File: config.mk
export PLATFORM = sky130hd
export DESIGN_NAME = csr_status_regs
export DESIGN_NICKNAME = d
export VERILOG_FILES = /design/src/include/csr_pkg.sv /design/src/rtl/csr_status_regs.sv
export SDC_FILE = /design/constraint.sdc
export NUM_CORES = 2
export LEC_CHECK = 0
export BUFFER_PORTS_ARGS = -buffer_cell sky130_fd_sc_hd__buf_2
export CAP_MARGIN = 20
export CORE_ASPECT_RATIO = 1.5
export CORE_MARGIN = 5
export CORE_UTILIZATION = 37
export CTS_BUF_LIST = sky130_fd_sc_hd__clkbuf_8
export DETAILED_ROUTE_END_ITERATION = 12
export GPL_TIMING_DRIVEN = 1
export HOLD_SLACK_MARGIN = 0.1
export PLACE_DENSITY = 0.64
export SETUP_SLACK_MARGIN = 0.2
export SYNTH_ARGS = -nofsm -noshare
export SYNTH_HDL_FRONTEND = slang
export SYNTH_SLANG_ARGS = --single-unit
File: constraint.sdc
create_clock -name REF_CLK -period 9.4 [get_ports REF_CLK]
set_input_delay 1.41 -clock REF_CLK [delete_from_list [all_inputs] [get_ports REF_CLK]]
set_output_delay 1.41 -clock REF_CLK [all_outputs]
set_load 0.005 [all_outputs]
File: src/include/csr_pkg.sv
package csr_pkg;

    // Primary status bit positions
    localparam int unsigned PRI_KNOB     = 0;
    localparam int unsigned PRI_READY    = 1;
    localparam int unsigned PRI_SCAN     = 2;
    localparam int unsigned PRI_OVERRUN  = 3;
    localparam int unsigned PRI_RATE     = 4;
    localparam int unsigned PRI_RECALL   = 5;
    localparam int unsigned PRI_SRQ      = 6;
    localparam int unsigned PRI_CMDERR   = 7;

    // Secondary status bit positions
    localparam int unsigned SEC_TRIG     = 0;
    localparam int unsigned SEC_INHIBIT  = 1;
    localparam int unsigned SEC_COUNTING = 2;

    // Widths and values after reset
    localparam int unsigned PRI_W        = 8;
    localparam int unsigned SEC_W        = 3;
    localparam int unsigned CNT_W        = 32;
    localparam logic [7:0]  PRI_RESET    = 8'h00;
    localparam logic [1:0]  SEC_RESET    = 2'h0;

    // Overrun limit, ten to the ninth minus one
    localparam logic [CNT_W-1:0] OVERRUN_LIMIT = 32'h3b9a_c9ff;
    // Live answer of counter B while it is a preset counter
    localparam logic [CNT_W-1:0] PRESET_ANSWER = 32'hffff_ffff;

    // Read selector codes
    typedef enum logic [1:0] {
        CSR_SEL_PRIMARY   = 2'b00,
        CSR_SEL_SECONDARY = 2'b01,
        CSR_SEL_LIVE_A    = 2'b10,
        CSR_SEL_LIVE_B    = 2'b11
    } csr_sel_t;

    // Received-character history
    localparam int unsigned HIST_DEPTH   = 254;
    localparam int unsigned HIST_AW      = 8;
    localparam logic [7:0]  CHAR_CR      = 8'h0d;

    // Error indicator flash timing
    localparam int unsigned CLK_HZ       = 200_000_000;
    localparam int unsigned FLASH_MS     = 100;
    localparam int unsigned FLASH_CYCLES = CLK_HZ / 1000 * FLASH_MS;
    localparam int unsigned BLINK_MS     = 25;
    localparam int unsigned BLINK_CYCLES = CLK_HZ / 1000 * BLINK_MS;

endpackage

File: src/rtl/csr_status_regs.sv
`timescale 1ns/1ps
module csr_status_regs #(
    parameter int unsigned FLASH_CYCLES = csr_pkg::FLASH_CYCLES,
    parameter int unsigned BLINK_CYCLES = csr_pkg::BLINK_CYCLES
) (
    // Clock and reset
    input  wire logic        REF_CLK,
    input  wire logic        NRST,
    // Events from counting, gating and front panel logic
    input  wire logic        KNOB_CHANGE,
    input  wire logic        PERIOD_END,
    input  wire logic        SCAN_END,
    input  wire logic        SCAN_END_STOP,
    input  wire logic        GATE_MISSED,
    input  wire logic        RECALL_CORRUPT,
    input  wire logic        CMD_ERROR,
    input  wire logic        TRIGGERED,
    input  wire logic        INHIBITED,
    input  wire logic        COUNTING,
    input  wire logic        B_PRESET,
    input  wire logic [31:0] COUNT_A,
    input  wire logic [31:0] COUNT_B,
    // Command reads
    input  wire logic        RD_REQ,
    input  wire logic [1:0]  RD_SEL,
    input  wire logic        RD_BIT_EN,
    input  wire logic [2:0]  RD_BIT,
    output logic             RD_VALID,
    output logic [31:0]      RD_DATA,
    // Serial poll
    input  wire logic        POLL_REQ,
    input  wire logic        SRQ_ACTIVE,
    output logic             POLL_VALID,
    output logic [7:0]       POLL_DATA,
    // Received characters and line discard
    input  wire logic        RX_VALID,
    input  wire logic [7:0]  RX_CHAR,
    input  wire logic        BUF_CLEAR,
    output logic             DISCARD,
    output logic             ERR_LED,
    // History window
    input  wire logic        VIEW_OPEN,
    input  wire logic        SCROLL_BACK,
    input  wire logic        SCROLL_FWD,
    output logic [7:0]       VIEW_CHAR,
    output logic [7:0]       VIEW_OFFSET,
    output logic [7:0]       HIST_COUNT
);

    ////////////////////////////////////////////////////////////////////////////
    // Status events and clear masks

    logic [7:0]  pri;
    logic [1:0]  sec;
    logic [7:0]  pri_set;
    logic [1:0]  sec_set;
    logic [7:0]  pri_clr;
    logic [1:0]  sec_clr;
    logic [7:0]  bit_mask;
    logic        rd_pri;
    logic        rd_sec;
    logic        overrun;

    // Either counter at or past the limit
    assign overrun = (COUNT_A >= csr_pkg::OVERRUN_LIMIT) ||
                     (COUNT_B >= csr_pkg::OVERRUN_LIMIT);

    assign rd_pri   = RD_REQ && (RD_SEL == csr_pkg::CSR_SEL_PRIMARY);
    assign rd_sec   = RD_REQ && (RD_SEL == csr_pkg::CSR_SEL_SECONDARY);
    assign bit_mask = 8'h01 << RD_BIT;

    // Sticky sources of the primary byte; bit 6 is never stored
    always_comb begin
        pri_set = 8'h00;
        pri_set[csr_pkg::PRI_KNOB]    = KNOB_CHANGE;
        pri_set[csr_pkg::PRI_READY]   = PERIOD_END;
        pri_set[csr_pkg::PRI_SCAN]    = SCAN_END && SCAN_END_STOP;
        pri_set[csr_pkg::PRI_OVERRUN] = overrun;
        pri_set[csr_pkg::PRI_RATE]    = GATE_MISSED;
        pri_set[csr_pkg::PRI_RECALL]  = RECALL_CORRUPT;
        pri_set[csr_pkg::PRI_CMDERR]  = CMD_ERROR;
    end

    // Sticky sources of the secondary byte; counting is sampled live instead
    always_comb begin
        sec_set = 2'h0;
        sec_set[csr_pkg::SEC_TRIG]    = TRIGGERED;
        sec_set[csr_pkg::SEC_INHIBIT] = INHIBITED;
    end

    // A whole-byte read clears its whole byte, a bit read clears one bit; secondary bit indices above 1 clear nothing
    always_comb begin
        pri_clr = 8'h00;
        sec_clr = 2'h0;
        if (rd_pri) begin
            pri_clr = RD_BIT_EN ? bit_mask : 8'hff;
        end
        if (rd_sec) begin
            sec_clr = RD_BIT_EN ? bit_mask[1:0] : 2'h3;
        end
    end

    ////////////////////////////////////////////////////////////////////////////
    // Status registers

    // Set wins over clear so an event during its own read is kept
    always_ff @(posedge REF_CLK) begin
        if (!NRST) begin
            pri <= csr_pkg::PRI_RESET;
        end else begin
            pri <= (pri & ~pri_clr) | pri_set;
        end
    end

    always_ff @(posedge REF_CLK) begin
        if (!NRST) begin
            sec <= csr_pkg::SEC_RESET;
        end else begin
            sec <= (sec & ~sec_clr) | sec_set;
        end
    end

    ////////////////////////////////////////////////////////////////////////////
    // Read answers

    logic [7:0]  pri_view;
    logic [2:0]  sec_view;
    logic [7:0]  sec_wide;
    logic [31:0] next_rd_data;

    // Bit 6 is masked off for command reads
    assign pri_view = pri & ~(8'h01 << csr_pkg::PRI_SRQ);
    // Counting bit reflects the counters at the instant of the read
    assign sec_view = {COUNTING, sec};
    // Padded to a byte so a bit index never selects outside the vector
    assign sec_wide = {5'h00, sec_view};

    always_comb begin
        next_rd_data = 32'h0000_0000;
        unique case (RD_SEL)
            csr_pkg::CSR_SEL_PRIMARY: begin
                if (RD_BIT_EN) begin
                    next_rd_data = {31'h0, pri_view[RD_BIT]};
                end else begin
                    next_rd_data = {24'h0, pri_view};
                end
            end
            csr_pkg::CSR_SEL_SECONDARY: begin
                // Bit indices above 2 answer zero
                if (RD_BIT_EN) begin
                    next_rd_data = {31'h0, sec_wide[RD_BIT]};
                end else begin
                    next_rd_data = {29'h0, sec_view};
                end
            end
            csr_pkg::CSR_SEL_LIVE_A: begin
                next_rd_data = COUNTING ? COUNT_A : 32'h0000_0000;
            end
            csr_pkg::CSR_SEL_LIVE_B: begin
                if (B_PRESET) begin
                    next_rd_data = csr_pkg::PRESET_ANSWER;
                end else begin
                    next_rd_data = COUNTING ? COUNT_B : 32'h0000_0000;
                end
            end
        endcase
    end

    // Answer one edge after the request
    always_ff @(posedge REF_CLK) begin
        if (!NRST) begin
            RD_VALID <= 1'b0;
            RD_DATA  <= 32'h0000_0000;
        end else begin
            RD_VALID <= RD_REQ;
            if (RD_REQ) begin
                RD_DATA <= next_rd_data;
            end
        end
    end

    // Serial poll shows the service request bit and leaves the byte intact
    always_ff @(posedge REF_CLK) begin
        if (!NRST) begin
            POLL_VALID <= 1'b0;
            POLL_DATA  <= 8'h00;
        end else begin
            POLL_VALID <= POLL_REQ;
            if (POLL_REQ) begin
                POLL_DATA <= pri_view | ({7'h0, SRQ_ACTIVE} << csr_pkg::PRI_SRQ);
            end
        end
    end

    ////////////////////////////////////////////////////////////////////////////
    // Error handling: line discard and indicator flash

    logic [31:0] flash_cnt;
    logic [31:0] blink_cnt;

    // Drop characters until the carriage return that ends the faulty line
    always_ff @(posedge REF_CLK) begin
        if (!NRST || BUF_CLEAR) begin
            DISCARD <= 1'b0;
        end else if (CMD_ERROR) begin
            DISCARD <= 1'b1;
        end else if (RX_VALID && RX_CHAR == csr_pkg::CHAR_CR) begin
            DISCARD <= 1'b0;
        end
    end

    // A new error restarts the flash window
    always_ff @(posedge REF_CLK) begin
        if (!NRST) begin
            flash_cnt <= 32'h0000_0000;
        end else if (CMD_ERROR) begin
            flash_cnt <= FLASH_CYCLES;
        end else if (flash_cnt != 32'h0000_0000) begin
            flash_cnt <= flash_cnt - 32'h0000_0001;
        end
    end

    // Blink divider toggles the indicator while the window is open
    always_ff @(posedge REF_CLK) begin
        if (!NRST) begin
            blink_cnt <= 32'h0000_0000;
            ERR_LED   <= 1'b0;
        end else if (flash_cnt == 32'h0000_0000) begin
            blink_cnt <= 32'h0000_0000;
            ERR_LED   <= 1'b0;
        end else if (blink_cnt == 32'h0000_0000) begin
            blink_cnt <= BLINK_CYCLES - 1;
            ERR_LED   <= ~ERR_LED;
        end else begin
            blink_cnt <= blink_cnt - 32'h0000_0001;
        end
    end

    ////////////////////////////////////////////////////////////////////////////
    // Received-character history

    logic [7:0] hist_mem [csr_pkg::HIST_DEPTH];
    logic [7:0] wr_ptr;
    logic [7:0] rd_idx;
    logic [8:0] back;

    // Oldest character is overwritten once the ring is full
    always_ff @(posedge REF_CLK) begin
        if (RX_VALID) begin
            hist_mem[wr_ptr] <= RX_CHAR;
        end
    end

    always_ff @(posedge REF_CLK) begin
        if (!NRST || BUF_CLEAR) begin
            wr_ptr     <= 8'h00;
            HIST_COUNT <= 8'h00;
        end else if (RX_VALID) begin
            wr_ptr <= (wr_ptr == 8'(csr_pkg::HIST_DEPTH - 1)) ? 8'h00 : wr_ptr + 8'h01;
            if (HIST_COUNT != 8'(csr_pkg::HIST_DEPTH)) begin
                HIST_COUNT <= HIST_COUNT + 8'h01;
            end
        end
    end

    // Offset back from the newest; arrival or opening snaps to the newest
    always_ff @(posedge REF_CLK) begin
        if (!NRST || BUF_CLEAR) begin
            VIEW_OFFSET <= 8'h00;
        end else if (RX_VALID || VIEW_OPEN) begin
            VIEW_OFFSET <= 8'h00;
        end else if (SCROLL_BACK && (VIEW_OFFSET + 8'h01 < HIST_COUNT)) begin
            VIEW_OFFSET <= VIEW_OFFSET + 8'h01;
        end else if (SCROLL_FWD && VIEW_OFFSET != 8'h00) begin
            VIEW_OFFSET <= VIEW_OFFSET - 8'h01;
        end
    end

    // Ring index of the viewed character, wrapped without a divider
    assign back   = {1'b0, wr_ptr} + 9'(csr_pkg::HIST_DEPTH) - 9'h001 - {1'b0, VIEW_OFFSET};
    assign rd_idx = (back >= 9'(csr_pkg::HIST_DEPTH)) ?
                    8'(back - 9'(csr_pkg::HIST_DEPTH)) : back[7:0];

    // Empty history shows zero rather than stale memory
    always_ff @(posedge REF_CLK) begin
        if (!NRST || BUF_CLEAR || HIST_COUNT == 8'h00) begin
            VIEW_CHAR <= 8'h00;
        end else begin
            VIEW_CHAR <= hist_mem[rd_idx];
        end
    end

endmodule

## Word level (Yosys, flattened, before mapping)

Memories as Yosys holds them, arrays and structs flattened. A register that Yosys moved wholly into a read port is not among the register bits.
Index checks and enable logic that the tools add are counted.

| word-level totals | value |
|---|---|
| RAM bits | 2032 |
| logic and storage cells | 97 |
| register bits | 142 |
| output and inout port bits | 68 |
| memories | 1 |

| cells by class | value |
|---|---|
| $lt $le $gt $ge | 5 |
| mux-type cells | 25 |
| equality and inequality tests | 6 |
| shift-type cells | 1 |
| add/sub/neg operators | 10 |
| reductions and logical operators | 25 |
| bitwise gates (word level) | 9 |

Memory list:

| memory | depth | bits a word | read ports | clocked after Yosys merged registers in | write ports | RTL line | RTL |
|---|---|---|---|---|---|---|---|
| hist_mem | 254 | 8 | 1 | 1 | 1 | csr_status_regs.sv:242 | `logic [7:0] hist_mem [csr_pkg::HIST_DEPTH];` |

Operators by type and width:

| operator | number |
|---|---|
| $pmux W32 S4 | 1 |
| $mux W32 | 3 |
| $ge A32 B30 Y1 const B | 2 |
| $logic_not A32 Y1 | 2 |
| $sub A32 B1 Y32 const B | 2 |
| $mux W8 | 7 |
| $mux W25 | 2 |
| $reduce_bool A32 Y1 | 1 |
| $add A8 B1 Y8 const B | 3 |
| $mux W23 | 1 |
| $add A8 B8 Y9 const B | 1 |
| $ge A9 B8 Y1 const B | 1 |
| $sub A9 B1 Y9 const B | 1 |
| $sub A9 B8 Y9 | 1 |
| $and A8 B8 Y8 | 1 |
| $eq A8 B4 Y1 const B | 1 |
| $eq A8 B8 Y1 const B | 1 |
| $logic_not A8 Y1 | 1 |
| $lt A8 B8 Y1 | 1 |
| $ne A8 B8 Y1 const B | 1 |
| $not A8 Y8 | 1 |
| $or A8 B7 Y8 | 1 |
| $or A8 B8 Y8 | 1 |
| $reduce_bool A8 Y1 | 1 |
| 22 further kinds | 43 |

## Logic depth before layout (Yosys ltp)

| depth | value |
|---|---|
| depth in word-level cells | 6 |
| gate-level depth with buffers | 24 |

## Worst setup path before layout

Ideal clock, no wire load.

| timing path | value |
|---|---|
| kind | register -> register |
| from | register wr_ptr[2] |
| to | register VIEW_CHAR[0] (read register of hist_mem) |
| period minus slack after synthesis | 4.500 ns |
| data required time | 9.278 ns |
| arrival | 4.378 ns |
| cell stages (with the launch flop) | 20 |
| path buffers | 3 |
| path slack | 4.900 ns |
| cells stage by stage | dfxtp_1 > clkbuf_1 > inv_1 > ha_1 > inv_1 > ha_1 > a211o_1 > a2111o_1 > and3_1 > buf_2 > nor2_4 > a31o_2 > mux2_2 > clkbuf_1 > a2111oi_0 > a211oi_1 > a31oi_1 > o311ai_0 > o21a_1 > o311a_1 |

| between the ends | value |
|---|---|
| cells in the longest elaborated chain, start to end | 5 |
| elaborated cells between the ends (all ways) | 6 |

Ends and longest elaborated chain:

| what | RTL line | RTL |
|---|---|---|
| from (decl) | csr_status_regs.sv:243 | `logic [7:0] wr_ptr;` |
| from (signal assigned) | csr_status_regs.sv:259 | `wr_ptr <= (wr_ptr == 8'(csr_pkg::HIST_DEPTH - 1)) ? 8'h00 : wr_ptr + 8'h01;` |
| $add A8 B8 Y9 * | csr_status_regs.sv:280 | `assign back = {1'b0, wr_ptr} + 9'(csr_pkg::HIST_DEPTH) - 9'h001 - {1'b0, VIEW_OFFSET};` |
| $sub A9 B1 Y9 * | csr_status_regs.sv:280 |  |
| $sub A9 B8 Y9 * | csr_status_regs.sv:280 |  |
| $sub A8 B8 Y8 / $ge A9 B8 Y1 (equally long branches) | csr_status_regs.sv:282, csr_status_regs.sv:281 |  |
| $mux W8 * | csr_status_regs.sv:281 | `assign rd_idx = (back >= 9'(csr_pkg::HIST_DEPTH)) ?` |
| to (decl) | csr_status_regs.sv:45 | `output logic [7:0] VIEW_CHAR,` |

Every way passes the cells marked *; elsewhere a longest branch is shown, timed or not.
A chain may end at the register's enable or synchronous reset.

## Worst setup path in the final report

| timing path | value |
|---|---|
| from | register wr_ptr[1] |
| to | register VIEW_CHAR[0] (read register of hist_mem) |

Same word-level chain as after synthesis.

==> impl_metrics.yaml <==
outcome:
  status: "completed"
cts:
  h-tree-depth: 5
  cts_sinks: 2181
  clk_latency_ps: 970
  hold_buffers: 0
  cts_tree: "done"
  cts_resized: 0
  cts_root_buf: "clkbuf_8"
  cts_buffers: 309
  cts_setup_buffers: 0
  clock_tree.buffer_depth: 4
  clk_pin_slew_worst_paths_ps: 80
routing:
  drtAntennaViolNets: 0
  drt-initial-drc-count: 5622
  vias: 52900
  wl_met2_um: 130000
  post_drt_wl_per_cell_um: 27.9
  wl_met3_um: 21000
  drc: 0
  top_layer_used: "met5"
  avgViaCountPerCell: 5.68
  first_pass_iters: 6
  wl_met1_um: 86300
  finalWirelength_um: 260000
job:
  maxCapViolations: 0
sta:
  rsz0062_at_grt: "false"
  slew_headroom_pct: 16.2
  fmax_mhz: 127
  period_needed_ps: 7900
  fin_crit_sh_pct: 84.0
  setup-tns-final_ps: 0
  max_slew.worst_pin.slew_ps: 1240
  finalSetupViolCount: 0
  layout_setup_ws_ps: 1500
  hold_viol: 0
  clock_skew_ps: 94.4
  drv_slew: 0
finish:
  seqCellArea_mm2: 0.0640
  final_common_cell: "edfxtp_1"
  final_cells: 9315
  post_route_cells_drive_above_1_share_pct: 14.8
  final_nets: 6125
  nFillCells: 21200
  final_core_util_pct: 41.2
  multi_input_area_mm2: 0.0223
  area_delta_synth_final_pct: 11.2
  most-common-layout-cells: "edfxtp_1 (2032), nand2_1 (810), nor2_1 (473), clkbuf_8 (323), mux2i_1 (301)"
synthesis:
  synth-seq-cells: 2181
  netlist_instances: 5771
  yosys_warnings: 0
  synth_edf_count: 2032
  seq_area_frac_synth_pct: 72.8
  syn_nets: 5906
  synthArstFlopShare_pct: 0
  synth_area_mm2: 0.0879
  ys_types: 79
  yosys.area.top_type_share_pct: 69.4
  yosys-top-cells-area: "edfxtp_1 (69%), mux4_2 (5.1%), nand2_1 (3.5%), mux2i_1 (3.4%), dfxtp_1 (3.4%)"
  avgSynthCellArea_um2: 15.2
  yosys_most_used_dff: "edfxtp_1"
  synth.largest_area_cell: "edfxtp_1"
place:
  gp_congestion: 0.967
  dp_slack_ps: 1830
  post-dp-hpwl_um: 164000
  port_buffers: 166
  dpl.cell_count: 8769
pwr:
  p_switching_uw: 4790
  p_int_uw: 14600
  p_per_area_mw_per_mm2: 199
  combPwrFrac_pct: 8.6
  clockPowerShare_pct: 35.9
  leakagePower_uw: 0.0326
  seq_power_share_pct: 55.5
  peakVddDrop_v: 0.000103
  netSwitchingFraction_pct: 24.7
die:
  core_area_mm2: 0.237
  num_rows: 219
  die_x_um: 408
  dieArea_mm2: 0.248
  initial_core_util_pct: 37.1
  die_y_um: 607
  pin_count: 167
grt:
  antenna_found_initial: 7
  grt_usage_pct: 20.4
  overflow: 0
  grt_max_degree: 168
  grt_first_pass_wirelength_um: 375000
  grt_pass1_vias: 53600
worst_setup_path:
  endpoint: "VIEW_CHAR[0]"
  crit_arrival_ps: 8730
  worstPathMaxFanout: 82
  cp-start-kind: "flip-flop"
  r2r-end: "VIEW_CHAR[0]"
  reg2regPathDepth: 20
  crit_type: "flip-flop to flip-flop"
  timing.critical_path.from: "wr_ptr[1]"
  endpoint_kind: "flip-flop"
  worst-endpoint-required_ps: 10230
  r2r-start: "wr_ptr[1]"
  r2r_setup_slack_ps: 1500
hold_path:
  hold_class: "flip-flop to flip-flop"
==> logic make-up after synthesis <==
group / Yosys count / synth area share, %
AOI/OAI and AO/OA: 828 / 6.67
and+or+nand+nor: 1713 / 8.27
buffers and inverters: 401 / 2.01
xor gates and xnor gates: 80 / 0.805
DFF: 2181 / 72.8
muxes: 532 / 8.94
adders and majority gates: 36 / 0.521
==> metal layers <==
metal / up-vias / global-route usage, %
met5: - / 0
met4: 2 / 14.9
met3: 738 / 3.84
met2: 2669 / 35.4
met1: 26800 / 22.3
li1: 22800 / -
==> power by group through the flow <==
stage	Combinational [µW]	Clock, µW	Sequential (µW)
finish	1670	6970	10800
global placement	1630	0	11000
CTS	1660	7070	10800
detailed placement	1660	0	11000
global route	1780	7510	10800
floorplan	1020	0	11000
==> sequential cells by signal, summed over array words and instances (netlist names) <==
signal	flops
VIEW_CHAR	8
DISCARD	1
RD_VALID	1
POLL_VALID	1
blink_cnt	32
hist_mem	2032
pri	7
sec	2
RD_DATA	32
HIST_COUNT	8
wr_ptr	8
VIEW_OFFSET	8
flash_cnt	32
POLL_DATA	8
ERR_LED	1
==> synthesized netlist by cell type (15+ instances only) <==
| cell | instances |
|---|---|
| a31oi_1 | 88 |
| mux2i_1 | 302 |
| nand2_1 | 822 |
| a32o_1 | 25 |
| xor2_1 | 27 |
| nand2b_1 | 17 |
| xnor2_1 | 52 |
| dfxtp_1 | 149 |
| a21boi_0 | 29 |
| a311oi_1 | 27 |
| nand3_1 | 163 |
| nor3_1 | 37 |
| a21oi_1 | 168 |
| or3_1 | 24 |
| o21ai_0 | 93 |
| mux4_2 | 200 |
| buf_1 | 26 |
| clkbuf_1 | 179 |
| o22ai_1 | 18 |
| a221oi_1 | 29 |
| o211ai_1 | 19 |
| nor4_1 | 28 |
| mux2_2 | 30 |
| inv_1 | 47 |
| a2111oi_0 | 16 |
| a211oi_1 | 69 |
| nor2_1 | 478 |
| edfxtp_1 | 2032 |
| buf_2 | 126 |
| and3_1 | 71 |
| ha_1 | 35 |
| nand4_1 | 28 |
| a221o_1 | 15 |
| a22oi_1 | 22 |
| o221ai_1 | 16 |
| a32oi_1 | 101 |
==> worst min-delay path by stage <==
stage                             start            end  slack, ps  cells after the start
after global placement     blink_cnt[0]   blink_cnt[0]        440                      1
final                      blink_cnt[0]   blink_cnt[0]        470                      1
after global routing       blink_cnt[0]   blink_cnt[0]        480                      1
after floorplan            blink_cnt[0]   blink_cnt[0]        430                      1
after detailed placement  blink_cnt[13]  blink_cnt[13]        450                      2
after CTS                 blink_cnt[13]  blink_cnt[13]        460                      2
==> through the flow <==
| step | power, µW | hold WS, ps | instance area, µm² |
|---|---|---|---|
| 6_report | 19400 | 466 | 97800 |
| 5_1_grt | 20100 | 480 | 97800 |
| 4_1_cts | 19500 | 463 | 97700 |
| 3_5_place_dp | 12600 | 454 | 92100 |
| 3_3_place_gp | 12600 | 444 | 92100 |
| 2_1_floorplan | 12000 | 433 | 87900 |
==> worst max-delay path, stage by stage (launching register included) <==
cell	delay, ps
dfxtp_1	440
inv_1	120
ha_1	280
inv_1	60
ha_1	170
inv_1	70
fa_1	680
inv_1	170
ha_1	350
a21o_1	260
a41oi_2	250
buf_4	360
and2_4	650
buf_12	450
buf_4	700
mux4_2	400
nand2_1	160
a21oi_1	100
nor4_1	980
o221ai_1	670
o311a_1	260
==> layout make-up <==
type                       count  share of cell area [%]
clock buffer                 322                    4.53
antenna                        9                  0.0230
timing repair buffer         261                    1.86
sequential                  2181                    65.5
clock inverter               211                    1.13
inverter                      48                   0.184
multi-input combinational   3189                    22.8
tap                         3094                    3.96
Power figures use the tool's default switching activity.
